**src/encoder_emulation_params.svh**
```systemverilog
// Constants for the incremental encoder emulation.
`ifndef ENCODER_EMULATION_PARAMS_SVH
`define ENCODER_EMULATION_PARAMS_SVH

// ----------------------------------------------------------------------------
// Clock and output rate
// ----------------------------------------------------------------------------
`define EMU_CLK_FREQ_KHZ 25000
`define EMU_MAX_TRACK_FREQ_KHZ 256
`define EMU_EDGES_PER_PULSE 4
`define EMU_MIN_EDGE_CYCLES \
    ((`EMU_CLK_FREQ_KHZ + `EMU_MAX_TRACK_FREQ_KHZ * `EMU_EDGES_PER_PULSE - 1) / \
     (`EMU_MAX_TRACK_FREQ_KHZ * `EMU_EDGES_PER_PULSE))

// ----------------------------------------------------------------------------
// Source selector and word layouts
// ----------------------------------------------------------------------------
`define EMU_SRC_SPEED 1'b0
`define EMU_SRC_POSITION 1'b1
`define EMU_SPEED_FRAC_BITS 24
`define EMU_COMP_FRAC_BITS 8
`define EMU_DELAY_DEPTH 16
`define EMU_CTRL_ON_BIT 0
`define EMU_CTRL_RAMP_STOP_BIT 1
`define EMU_STAT_READY_BIT 0
`define EMU_STAT_RUNNING_BIT 1
`define EMU_STAT_TRACKS_BIT 2
`define EMU_STAT_FAULT_BIT 3

// ----------------------------------------------------------------------------
// Operating display codes and reset values
// ----------------------------------------------------------------------------
`define EMU_DISP_OFF 8'h00
`define EMU_DISP_RUN 8'h01
`define EMU_DISP_STOPPING 8'h02
`define EMU_DISP_POSITION 8'h03
`define EMU_DISP_FAULT 8'hff
`define EMU_RESET_COUNT 32'h0000_0000
`define EMU_RESET_ACCUM 56'h00_0000_0000_0000

`endif

```
**src/encoder_emulation_pkg.sv**
```systemverilog
// Types shared by the incremental encoder emulation modules.
`default_nettype none

package encoder_emulation_pkg;

    // ------------------------------------------------------------------------
    // Sequence control states
    // ------------------------------------------------------------------------
    typedef enum logic [1:0] {
        SEQ_OFF,
        SEQ_RUN,
        SEQ_STOPPING
    } seq_state_type;

endpackage

`default_nettype wire

```
**src/speed_shaper.sv**
```systemverilog
// Second-order lag filter and deadtime delay for the speed setpoint.
`default_nettype none
`include "encoder_emulation_params.svh"

module speed_shaper (
    input wire logic clk_i,
    input wire logic rst_n_i,
    input wire logic sample_i,
    input wire logic filter_enable_i,
    input wire logic [3:0] time_constant_i,
    input wire logic [3:0] damping_i,
    input wire logic [3:0] deadtime_i,
    input wire logic signed [31:0] speed_i,
    output logic signed [31:0] speed_o
);

    logic signed [31:0] lag1_q, lag1_d, lag2_q, lag2_d;
    logic signed [31:0] delay_q [`EMU_DELAY_DEPTH];
    logic signed [31:0] delay_d [`EMU_DELAY_DEPTH];

    // A positive remainder below one shifted step still moves one count.
    // The lag therefore settles exactly on its input.
    function automatic logic signed [31:0] lag_step(input logic signed [31:0] diff,
        input logic [3:0] shift);
        lag_step = diff >>> shift;
        if (lag_step == 32'sd0 && diff > 32'sd0) begin
            lag_step = 32'sd1;
        end
    endfunction

    // ------------------------------------------------------------------------
    // Filter and delay line
    // ------------------------------------------------------------------------
    always_comb begin
        lag1_d = lag1_q;
        lag2_d = lag2_q;
        for (int i = 0; i < `EMU_DELAY_DEPTH; i++) begin
            delay_d[i] = delay_q[i];
        end
        if (sample_i) begin
            if (filter_enable_i) begin
                lag1_d = lag1_q + lag_step(speed_i - lag1_q, time_constant_i);
                lag2_d = lag2_q + lag_step(lag1_q - lag2_q, damping_i);
            end else begin
                lag1_d = speed_i;
                lag2_d = speed_i;
            end
            delay_d[0] = lag2_d;
            for (int i = 1; i < `EMU_DELAY_DEPTH; i++) begin
                delay_d[i] = delay_q[i-1];
            end
        end
    end

    always_ff @(posedge clk_i or negedge rst_n_i) begin
        if (!rst_n_i) begin
            lag1_q <= '0;
            lag2_q <= '0;
            for (int i = 0; i < `EMU_DELAY_DEPTH; i++) begin
                delay_q[i] <= '0;
            end
        end else begin
            lag1_q <= lag1_d;
            lag2_q <= lag2_d;
            for (int i = 0; i < `EMU_DELAY_DEPTH; i++) begin
                delay_q[i] <= delay_d[i];
            end
        end
    end

    assign speed_o = (deadtime_i == 4'h0) ? lag2_q : delay_q[deadtime_i - 4'h1];

endmodule // speed_shaper

`default_nettype wire

```
**src/quad_track_gen.sv**
```systemverilog
// Rate-limited quadrature track generator that follows a target edge count.
`default_nettype none
`include "encoder_emulation_params.svh"

module quad_track_gen (
    input wire logic clk_i,
    input wire logic rst_n_i,
    input wire logic enable_i,
    input wire logic signed [31:0] target_i,
    output logic signed [31:0] count_o,
    output logic step_o,
    output logic dir_up_o,
    output logic track_a_o,
    output logic track_b_o
);

    localparam int unsigned GAP = `EMU_MIN_EDGE_CYCLES;

    logic signed [31:0] count_q, count_d;
    logic [7:0] gap_q, gap_d;
    logic a_q, a_d, b_q, b_d;
    logic want_up, want_down;

    // ------------------------------------------------------------------------
    // Edge stepping
    // ------------------------------------------------------------------------
    always_comb begin
        count_d = count_q;
        gap_d = (gap_q != 8'h00) ? gap_q - 8'h01 : 8'h00;
        a_d = a_q;
        b_d = b_q;
        want_up = enable_i && (target_i > count_q);
        want_down = enable_i && (target_i < count_q);
        step_o = (want_up || want_down) && (gap_q == 8'h00);
        dir_up_o = want_up;
        if (step_o) begin
            gap_d = 8'(GAP - 1);
            if (want_up) begin
                count_d = count_q + 32'sd1;
                if (a_q == b_q) a_d = ~a_q;
                else b_d = ~b_q;
            end else begin
                count_d = count_q - 32'sd1;
                if (a_q == b_q) b_d = ~b_q;
                else a_d = ~a_q;
            end
        end
        if (!enable_i) begin
            count_d = target_i;
        end
    end

    always_ff @(posedge clk_i or negedge rst_n_i) begin
        if (!rst_n_i) begin
            count_q <= `EMU_RESET_COUNT;
            gap_q <= 8'h00;
            a_q <= 1'b0;
            b_q <= 1'b0;
        end else begin
            count_q <= count_d;
            gap_q <= gap_d;
            a_q <= a_d;
            b_q <= b_d;
        end
    end

    assign count_o = count_q;
    assign track_a_o = a_q;
    assign track_b_o = b_q;

endmodule // quad_track_gen

`default_nettype wire

```
**src/encoder_emulation.sv**
```systemverilog
// Incremental encoder emulation: speed or position source to A/B/zero tracks.
`default_nettype none
`include "encoder_emulation_params.svh"

module encoder_emulation (
    input wire logic clk_i,
    input wire logic rst_n_i,
    input wire logic emulation_source_select_i,
    input wire logic [15:0] pulses_per_revolution_i,
    input wire logic zero_mark_enable_i,
    input wire logic [15:0] zero_mark_pulse_distance_i,
    input wire logic position_input_invert_i,
    input wire logic [7:0] deadtime_compensation_i,
    input wire logic [4:0] fine_resolution_bits_i,
    input wire logic [15:0] emulation_sample_period_i,
    input wire logic signed [31:0] source_encoder_position_i,
    input wire logic source_is_resolver_i,
    input wire logic source_is_absolute_i,
    input wire logic position_enable_i,
    input wire logic on_ramp_stop_command_command_i,
    input wire logic setpoint_filter_enable_i,
    input wire logic [3:0] filter_time_constant_i,
    input wire logic [3:0] filter_damping_i,
    input wire logic [3:0] setpoint_deadtime_i,
    input wire logic signed [31:0] speed_setpoint_input_i,
    output logic track_a_p_o,
    output logic track_a_n_o,
    output logic track_b_p_o,
    output logic track_b_n_o,
    output logic track_z_p_o,
    output logic track_z_n_o,
    output logic tracks_enabled_flag_o,
    output logic unsupported_source_o,
    output logic [15:0] sequence_control_word_o,
    output logic [15:0] sequence_status_word_o,
    output logic [7:0] operating_display_o
);

    // ------------------------------------------------------------------------
    // Helpers
    // ------------------------------------------------------------------------
    function automatic logic [17:0] edges_of(input logic [15:0] pulses);
        edges_of = {pulses, 2'b00};
    endfunction

    // ------------------------------------------------------------------------
    // Sample tick
    // ------------------------------------------------------------------------
    logic [15:0] tick_cnt_q, tick_cnt_d;
    logic sample;

    always_comb begin
        sample = (tick_cnt_q + 16'h0001 >= emulation_sample_period_i);
        tick_cnt_d = sample ? 16'h0000 : tick_cnt_q + 16'h0001;
    end

    always_ff @(posedge clk_i or negedge rst_n_i) begin
        if (!rst_n_i) begin
            tick_cnt_q <= 16'h0000;
        end else begin
            tick_cnt_q <= tick_cnt_d;
        end
    end

    // ------------------------------------------------------------------------
    // Sequence control for the speed source
    // ------------------------------------------------------------------------
    encoder_emulation_pkg::seq_state_type seq_q, seq_d;
    logic speed_mode, pos_mode, fault, tracks_on;
    logic signed [31:0] shaped_speed;
    logic signed [31:0] gen_count;
    logic signed [31:0] target;
    logic gen_step, gen_up, gen_a, gen_b;

    assign speed_mode = (emulation_source_select_i == `EMU_SRC_SPEED);
    assign pos_mode = (emulation_source_select_i == `EMU_SRC_POSITION);
    assign fault = pos_mode && source_is_resolver_i;

    always_comb begin
        seq_d = seq_q;
        case (seq_q)
            encoder_emulation_pkg::SEQ_OFF: begin
                if (speed_mode && on_ramp_stop_command_command_i) begin
                    seq_d = encoder_emulation_pkg::SEQ_RUN;
                end
            end
            encoder_emulation_pkg::SEQ_RUN: begin
                if (!speed_mode) begin
                    seq_d = encoder_emulation_pkg::SEQ_OFF;
                end else if (!on_ramp_stop_command_command_i) begin
                    seq_d = encoder_emulation_pkg::SEQ_STOPPING;
                end
            end
            encoder_emulation_pkg::SEQ_STOPPING: begin
                if (!speed_mode) begin
                    seq_d = encoder_emulation_pkg::SEQ_OFF;
                end else if (on_ramp_stop_command_command_i) begin
                    seq_d = encoder_emulation_pkg::SEQ_RUN;
                end else if (shaped_speed == 32'sd0 && gen_count == target) begin
                    seq_d = encoder_emulation_pkg::SEQ_OFF;
                end
            end
            default: begin
                seq_d = encoder_emulation_pkg::SEQ_OFF;
            end
        endcase
    end

    always_ff @(posedge clk_i or negedge rst_n_i) begin
        if (!rst_n_i) begin
            seq_q <= encoder_emulation_pkg::SEQ_OFF;
        end else begin
            seq_q <= seq_d;
        end
    end

    always_comb begin
        if (speed_mode) begin
            tracks_on = (seq_q != encoder_emulation_pkg::SEQ_OFF);
        end else begin
            tracks_on = position_enable_i && !fault;
        end
    end

    // ------------------------------------------------------------------------
    // Speed path
    // ------------------------------------------------------------------------
    logic signed [31:0] speed_cmd;

    assign speed_cmd = (seq_q == encoder_emulation_pkg::SEQ_RUN) ?
        speed_setpoint_input_i : 32'sd0;

    speed_shaper speed_shaper_i (
        .clk_i(clk_i),
        .rst_n_i(rst_n_i),
        .sample_i(sample),
        .filter_enable_i(setpoint_filter_enable_i),
        .time_constant_i(filter_time_constant_i),
        .damping_i(filter_damping_i),
        .deadtime_i(setpoint_deadtime_i),
        .speed_i(speed_cmd),
        .speed_o(shaped_speed)
    );

    logic signed [55:0] accum_q, accum_d;
    logic signed [55:0] speed_inc;

    always_comb begin
        speed_inc = 56'(shaped_speed) *
            56'($signed({14'h0000, edges_of(pulses_per_revolution_i)}));
        accum_d = accum_q;
        if (!speed_mode || !tracks_on) begin
            accum_d = `EMU_RESET_ACCUM;
        end else if (sample) begin
            accum_d = accum_q + speed_inc;
        end
    end

    always_ff @(posedge clk_i or negedge rst_n_i) begin
        if (!rst_n_i) begin
            accum_q <= `EMU_RESET_ACCUM;
        end else begin
            accum_q <= accum_d;
        end
    end

    // ------------------------------------------------------------------------
    // Position path
    // ------------------------------------------------------------------------
    logic signed [31:0] pos_in, pos_prev_q, pos_prev_d, pos_pred_q, pos_pred_d;
    logic signed [40:0] comp_term;
    logic [4:0] shift_amt;

    always_comb begin
        pos_in = position_input_invert_i ? -source_encoder_position_i :
            source_encoder_position_i;
        comp_term = 41'(pos_in - pos_prev_q) * 41'($signed({1'b0, deadtime_compensation_i}));
        shift_amt = (fine_resolution_bits_i > 5'd2) ? fine_resolution_bits_i - 5'd2 : 5'd0;
        pos_prev_d = pos_prev_q;
        pos_pred_d = pos_pred_q;
        if (sample) begin
            pos_prev_d = pos_in;
            pos_pred_d = pos_in + 32'(comp_term >>> `EMU_COMP_FRAC_BITS);
        end
    end

    always_ff @(posedge clk_i or negedge rst_n_i) begin
        if (!rst_n_i) begin
            pos_prev_q <= `EMU_RESET_COUNT;
            pos_pred_q <= `EMU_RESET_COUNT;
        end else begin
            pos_prev_q <= pos_prev_d;
            pos_pred_q <= pos_pred_d;
        end
    end

    // ------------------------------------------------------------------------
    // Track generation
    // ------------------------------------------------------------------------
    always_comb begin
        if (speed_mode) begin
            target = 32'(accum_q >>> `EMU_SPEED_FRAC_BITS);
        end else begin
            target = pos_pred_q >>> shift_amt;
        end
    end

    quad_track_gen quad_track_gen_i (
        .clk_i(clk_i),
        .rst_n_i(rst_n_i),
        .enable_i(tracks_on),
        .target_i(target),
        .count_o(gen_count),
        .step_o(gen_step),
        .dir_up_o(gen_up),
        .track_a_o(gen_a),
        .track_b_o(gen_b)
    );

    // ------------------------------------------------------------------------
    // Zero mark
    // ------------------------------------------------------------------------
    logic [17:0] zero_pos_q, zero_pos_d, zero_wrap, zero_at;
    logic tracks_on_q, z_q, z_d;

    always_comb begin
        if (pos_mode && source_is_absolute_i) begin
            zero_wrap = edges_of(pulses_per_revolution_i);
            zero_at = edges_of(zero_mark_pulse_distance_i);
        end else begin
            zero_wrap = edges_of(zero_mark_pulse_distance_i);
            zero_at = 18'h00000;
        end
        zero_pos_d = zero_pos_q;
        if (tracks_on && !tracks_on_q) begin
            zero_pos_d = 18'h00000;
        end else if (gen_step && gen_up) begin
            zero_pos_d = (zero_pos_q + 18'h00001 >= zero_wrap) ? 18'h00000 :
                zero_pos_q + 18'h00001;
        end else if (gen_step) begin
            zero_pos_d = (zero_pos_q == 18'h00000) ? zero_wrap - 18'h00001 :
                zero_pos_q - 18'h00001;
        end
        z_d = zero_mark_enable_i && tracks_on && (zero_wrap != 18'h00000) &&
            (zero_pos_d == zero_at);
    end

    always_ff @(posedge clk_i or negedge rst_n_i) begin
        if (!rst_n_i) begin
            zero_pos_q <= 18'h00000;
            tracks_on_q <= 1'b0;
            z_q <= 1'b0;
        end else begin
            zero_pos_q <= zero_pos_d;
            tracks_on_q <= tracks_on;
            z_q <= z_d;
        end
    end

    // ------------------------------------------------------------------------
    // Status and differential outputs
    // ------------------------------------------------------------------------
    logic [15:0] status_d, status_q;
    logic [7:0] disp_d, disp_q;

    always_comb begin
        status_d = 16'h0000;
        status_d[`EMU_STAT_READY_BIT] = speed_mode && !fault;
        status_d[`EMU_STAT_RUNNING_BIT] = (seq_q == encoder_emulation_pkg::SEQ_RUN);
        status_d[`EMU_STAT_TRACKS_BIT] = tracks_on;
        status_d[`EMU_STAT_FAULT_BIT] = fault;
        if (fault) disp_d = `EMU_DISP_FAULT;
        else if (pos_mode) disp_d = `EMU_DISP_POSITION;
        else if (seq_q == encoder_emulation_pkg::SEQ_RUN) disp_d = `EMU_DISP_RUN;
        else if (seq_q == encoder_emulation_pkg::SEQ_STOPPING) disp_d = `EMU_DISP_STOPPING;
        else disp_d = `EMU_DISP_OFF;
    end

    always_ff @(posedge clk_i or negedge rst_n_i) begin
        if (!rst_n_i) begin
            status_q <= 16'h0000;
            disp_q <= `EMU_DISP_OFF;
        end else begin
            status_q <= status_d;
            disp_q <= disp_d;
        end
    end

    always_comb begin
        sequence_control_word_o = 16'h0000;
        sequence_control_word_o[`EMU_CTRL_ON_BIT] = speed_mode && on_ramp_stop_command_command_i;
        sequence_control_word_o[`EMU_CTRL_RAMP_STOP_BIT] =
            (seq_q == encoder_emulation_pkg::SEQ_STOPPING);
    end

    assign sequence_status_word_o = status_q;
    assign operating_display_o = disp_q;
    assign tracks_enabled_flag_o = tracks_on_q;
    assign unsupported_source_o = status_q[`EMU_STAT_FAULT_BIT];
    assign track_a_p_o = gen_a;
    assign track_a_n_o = ~gen_a;
    assign track_b_p_o = gen_b;
    assign track_b_n_o = ~gen_b;
    assign track_z_p_o = z_q;
    assign track_z_n_o = ~z_q;

endmodule // encoder_emulation

`default_nettype wire

```
**config.mk**
```make
export PLATFORM = sky130hd
export DESIGN_NAME = encoder_emulation
export DESIGN_NICKNAME = d
export VERILOG_FILES = /design/src/encoder_emulation_pkg.sv /design/src/speed_shaper.sv /design/src/quad_track_gen.sv /design/src/encoder_emulation.sv
export VERILOG_INCLUDE_DIRS = /design/src
export SDC_FILE = /design/constraint.sdc
export NUM_CORES = 2
export LEC_CHECK = 0
export BUFFER_PORTS_ARGS = -buffer_cell sky130_fd_sc_hd__buf_2
export CAP_MARGIN = 10
export CORE_MARGIN = 2
export CORE_UTILIZATION = 40
export DETAILED_ROUTE_END_ITERATION = 6
export PLACE_DENSITY = 0.54
export SYNTH_ARGS = -nofsm -noshare
export SYNTH_HDL_FRONTEND = slang
export SYNTH_SLANG_ARGS = --single-unit
```
**constraint.sdc**
```tcl
create_clock -name clk_i -period 21.4 [get_ports clk_i]
set_input_delay 1.07 -clock clk_i [delete_from_list [all_inputs] [get_ports clk_i]]
set_output_delay 1.07 -clock clk_i [all_outputs]
set_load 0.05 [all_outputs]
```
==> metrics.md <==
| Metric | Value |
|---|---|
| Netlist area before placement | a little over 80000 um2 |
| Count of flip-flops with a built-in enable after synthesis | 0 |
| Pin count of the biggest net entering global routing | 184 |
| Crit end category | flip-flop |
| Final cycle utilization of the critical path | 60.3% |
| Max IR drop VDD | roughly 320 uV |
| R2r setup slk | about 11000 ps |
| Worst path required time | 22080 ps |
| I/O pins | 195 |
| Routed wirelength normalized by instance count | 19.7 um |
| Cell Rows | roughly 170 |
| Number of DRC markers in iteration 0 | around 4700 |
| Die extent in x | 459 um |
| Headroom to the max-slew limit | 27.4% |
| Minimum clock period after layout | 12900 ps |
| Wire length of the first global-routing pass | between 300000 and 400000 um |
| Share of the core filled with cells | 43.1% |
| Post-synthesis instance total | 9876 |
| Seq. cell area | 18700 um2 |
| Mean post-synth cell area | 8.40 um2 |
| Worst reg2reg path endpoint | pos_pred_q[31]$_DFFE_PN0P_ |
| Max_cap viols | 0 |
| Pleak | 0.0444 uW |
| Routed wire length | 247000 um |
| Starting density of the core | 40.2% |
| WP data arrival | about 14000 ps |
| Slowest cell delay on critical path | 900 ps |
| GR Util All Layers | 23.4% |
| Count of H-tree levels built during CTS | 3 |
| Cell class contributing the biggest share of worst-path delay | adder cells |
| Clock transition at path regs | 60 ps |
| Number of post-CTS setup repair buffers | 0 |
| Post-synthesis cell type with the largest combined area | dfrtp_1 |
| Startpoint Class | input port |
| Detailed Routing Iterations Pass 1 | 6 |
| Post-CTS Resized | 0 |
| Critical path buffers and inverters | 8 |
| Type of the worst setup path | in -> reg |
| Insertion delay to the later sink of the worst-skew pair | 770 ps |
| Synthesis-stage register bit count | 747 |
| Dominant combinational cell family by area after synthesis | adder cells |
| HP Class | in -> async |
| Mean number of vias per cell | 5.47 |
| Total clock buffers created by CTS | 93 |
| Chip Height | around 460 um |
| Placer Congestion | 0.932 |
| Post-Layout Cell Count | 12500 |
| Number of pins exceeding their max-slew limit in the final report | 0 |
| Hold buffers post-CTS | 0 |
| Maximum clock frequency | just under 0.08 GHz |
| Unrepaired setup endpoints after global routing | false |
| Synthesized-area fraction occupied by ao, oa, aoi and oai cells | 13.1% |
| Yosys warns | 0 |
| Number of fill cells in the layout | 20500 |
| Overall die area | 211000 um2 |
| Final setup vio count | 0 |
| Number of nets with antenna violations after detailed routing | 0 |
| Cell at the root of the clock tree | clkbuf_16 |
| Number of global-route vias before repair | 69000 |
| Async set or reset register ratio after synthesis | 100% |
| Xor/xnor share of the synthesized area | 4.13% |
| Startpoint of the most critical register-to-register path | pos_prev_q[0]$_DFFE_PN0P_ |
| Total negative slack | 0 ps |
| Number of port buffers | 168 |
| Post-Place Cells | 12300 |
| Multi-input logic area | 58100 um2 |
| Crit path max-delay cell type | buf_4 |
| CTS tree | done |
| Power density normalized to cell area | 125 nW/um2 |
| Primary flip-flop cell chosen by synthesis mapping | dfrtp_1 |
| Final hold vios | 0 |
| Proportion of synthesized chip area in sequential cells | 22.5% |
| Total congestion overflow after global routing | 0 |
| Cell types occupying the most area after synthesis | dfrtp_1 23%, fa_1 17%, nand2_1 10%, ha_1 8.1%, inv_1 5.0% |
| Area added between synthesis and finish | 7.45% |
| Number of cell instances on the worst register-to-register path | 49 |
| Total Nets Final | 11100 |
| Unique masters post-synth | ~110 |
| Mux cell area share after synthesis | 7.43% |
| Number of buffers on the longest clock path | 3 |
| Final WS setup | 8500 ps |
| Fraction of layout cells with a size suffix above 1 | 7.59% |
| Routed vias | 68500 |
| Crit Path Max Fanout | 68 |
| Yosys top cell area share | between 20 and 25% |
| Outcome | finished, final reports clean |
| Setup WS pre-CTS | 7720 ps |
| Final setup skew | 72.4 ps |
| Count of clock tree sinks | 747 |
| Basic-gate share of the synthesized area counting and, or, nand and nor cells | about a fifth |
| CORE AREA | 207000 um2 |
| Worst hold slack across all endpoints | 363 ps |
| Initial antenna violation count | 6 |
| Share of synthesized cell area in full adder, half adder and majority cells | between 20% and 30% |
| Slew at the pin closest to its max-slew limit | ~1100 ps |
| Sum of net half-perimeters after detailed placement | roughly 190000 um |
| Total DRC errors in the routed layout | 0 |
final cells by class:
cell class	instances	share of cell area, %
multi-input cells	7517	65.2
flip-flops and latches	747	21.0
inverters	1116	4.70
well taps	2704	3.79
clock buffers	129	3.00
repair buffers	245	1.67
clock inverters	45	0.700
diodes	1	0.00281
synth_stat cells (all sizes together), types with 68 or more instances:
master     n
fa       695
ha       538
nor3     117
dfrtp    747
a211oi   125
clkbuf   417
nand2   2310
nor2b     82
nor2     422
mux2i    142
a21oi    515
nand3    112
and3      68
xor2     122
inv     1112
xnor2    266
buf      104
mux4     178
o21ai    366
and2     392
a21o     173
metal layers:
layer  GRT usage (%)  routed length [um]
met1            33.4              115000
met2            37.4              114000
met3            3.06               12900
met4            5.79                5670
met5               0                  26
metrics by stage:
stage / area (um2) / total power [uW]
after floorplan: 83100 / 7300
after global placement: 85900 / 9400
after detailed placement: 85900 / 9450
after CTS: 89200 / 11200
after global routing: 89200 / 12200
final: 89200 / 11200
worst max path at each step:
| stage | start | end | slack [ps] | cells after the start |
|---|---|---|---|---|
| 6_report | setpoint_deadtime_i[0] | accum_q[53]$_DFFE_PN0P_ | 8500 | 39 |
| 2_1_floorplan | setpoint_deadtime_i[0] | accum_q[53]$_DFFE_PN0P_ | 8890 | 45 |
| 3_3_place_gp | setpoint_deadtime_i[0] | accum_q[53]$_DFFE_PN0P_ | 7970 | 39 |
| 4_1_cts | setpoint_deadtime_i[0] | accum_q[53]$_DFFE_PN0P_ | 8500 | 39 |
| 5_1_grt | setpoint_deadtime_i[0] | accum_q[53]$_DFFE_PN0P_ | 7760 | 39 |
| 3_5_place_dp | setpoint_deadtime_i[0] | accum_q[53]$_DFFE_PN0P_ | 7720 | 39 |
logic make-up after synthesis:
kind of cell	Yosys count
AND/OR/NAND/NOR	3801
buffers and inverters	1637
AO/OA/AOI/OAI	1683
multiplexers	385
XOR/XNOR	389
adder cells (fa/ha/maj)	1233
other	1
flip-flops	747
registers in the layout, indices dropped and copies added, names as in the netlist, 3 cells and up:
register	cells
accum_q	54
operating_display_o	3
pos_pred_q	32
pos_prev_q	32
quad_track_gen_i.count_o	32
quad_track_gen_i.gap_q	8
sequence_status_word_o	3
speed_shaper_i.delay_q	480
speed_shaper_i.lag1_q	32
speed_shaper_i.lag2_q	32
tick_cnt_q	16
zero_pos_q	18
worst register-to-register path, delay by kind of cell (launching register included):
kind | cells | cell delay [ps]
compound gates | 22 | 4160
xor+xnor | 4 | 1020
fa+ha+maj | 8 | 3440
buf+inv | 4 | 210
flops | 1 | 380
simple gates | 11 | 1480
report_power, final:
group | internal [uW] | switching [uW]
clock | 993 | 715
combinational | 3210 | 4740
sequential | 1460 | 52.1
total | 5660 | 5510
placed cells by master (no fill, tap or decap), types with 66 or more instances in the layout:
| cell type | Yosys | final |
|---|---|---|
| a211oi_1 | 122 | 122 |
| a21o_1 | 173 | 173 |
| a21oi_1 | 512 | 512 |
| and2_1 | 391 | 391 |
| and3_1 | 67 | 67 |
| buf_2 | 20 | 166 |
| buf_4 | 40 | 73 |
| clkbuf_16 | 0 | 94 |
| dfrtp_1 | 747 | 747 |
| fa_1 | 695 | 695 |
| ha_1 | 538 | 537 |
| inv_1 | 1110 | 1110 |
| mux2i_1 | 142 | 141 |
| mux4_2 | 178 | 178 |
| nand2_1 | 2310 | 2309 |
| nand2b_1 | 67 | 67 |
| nand3_1 | 112 | 112 |
| nor2_1 | 420 | 419 |
| nor2b_1 | 82 | 81 |
| nor3_1 | 116 | 116 |
| o21a_1 | 66 | 66 |
| o21ai_0 | 360 | 358 |
| xnor2_1 | 266 | 264 |
| xor2_1 | 121 | 121 |
(Power assumes the default switching activity.)
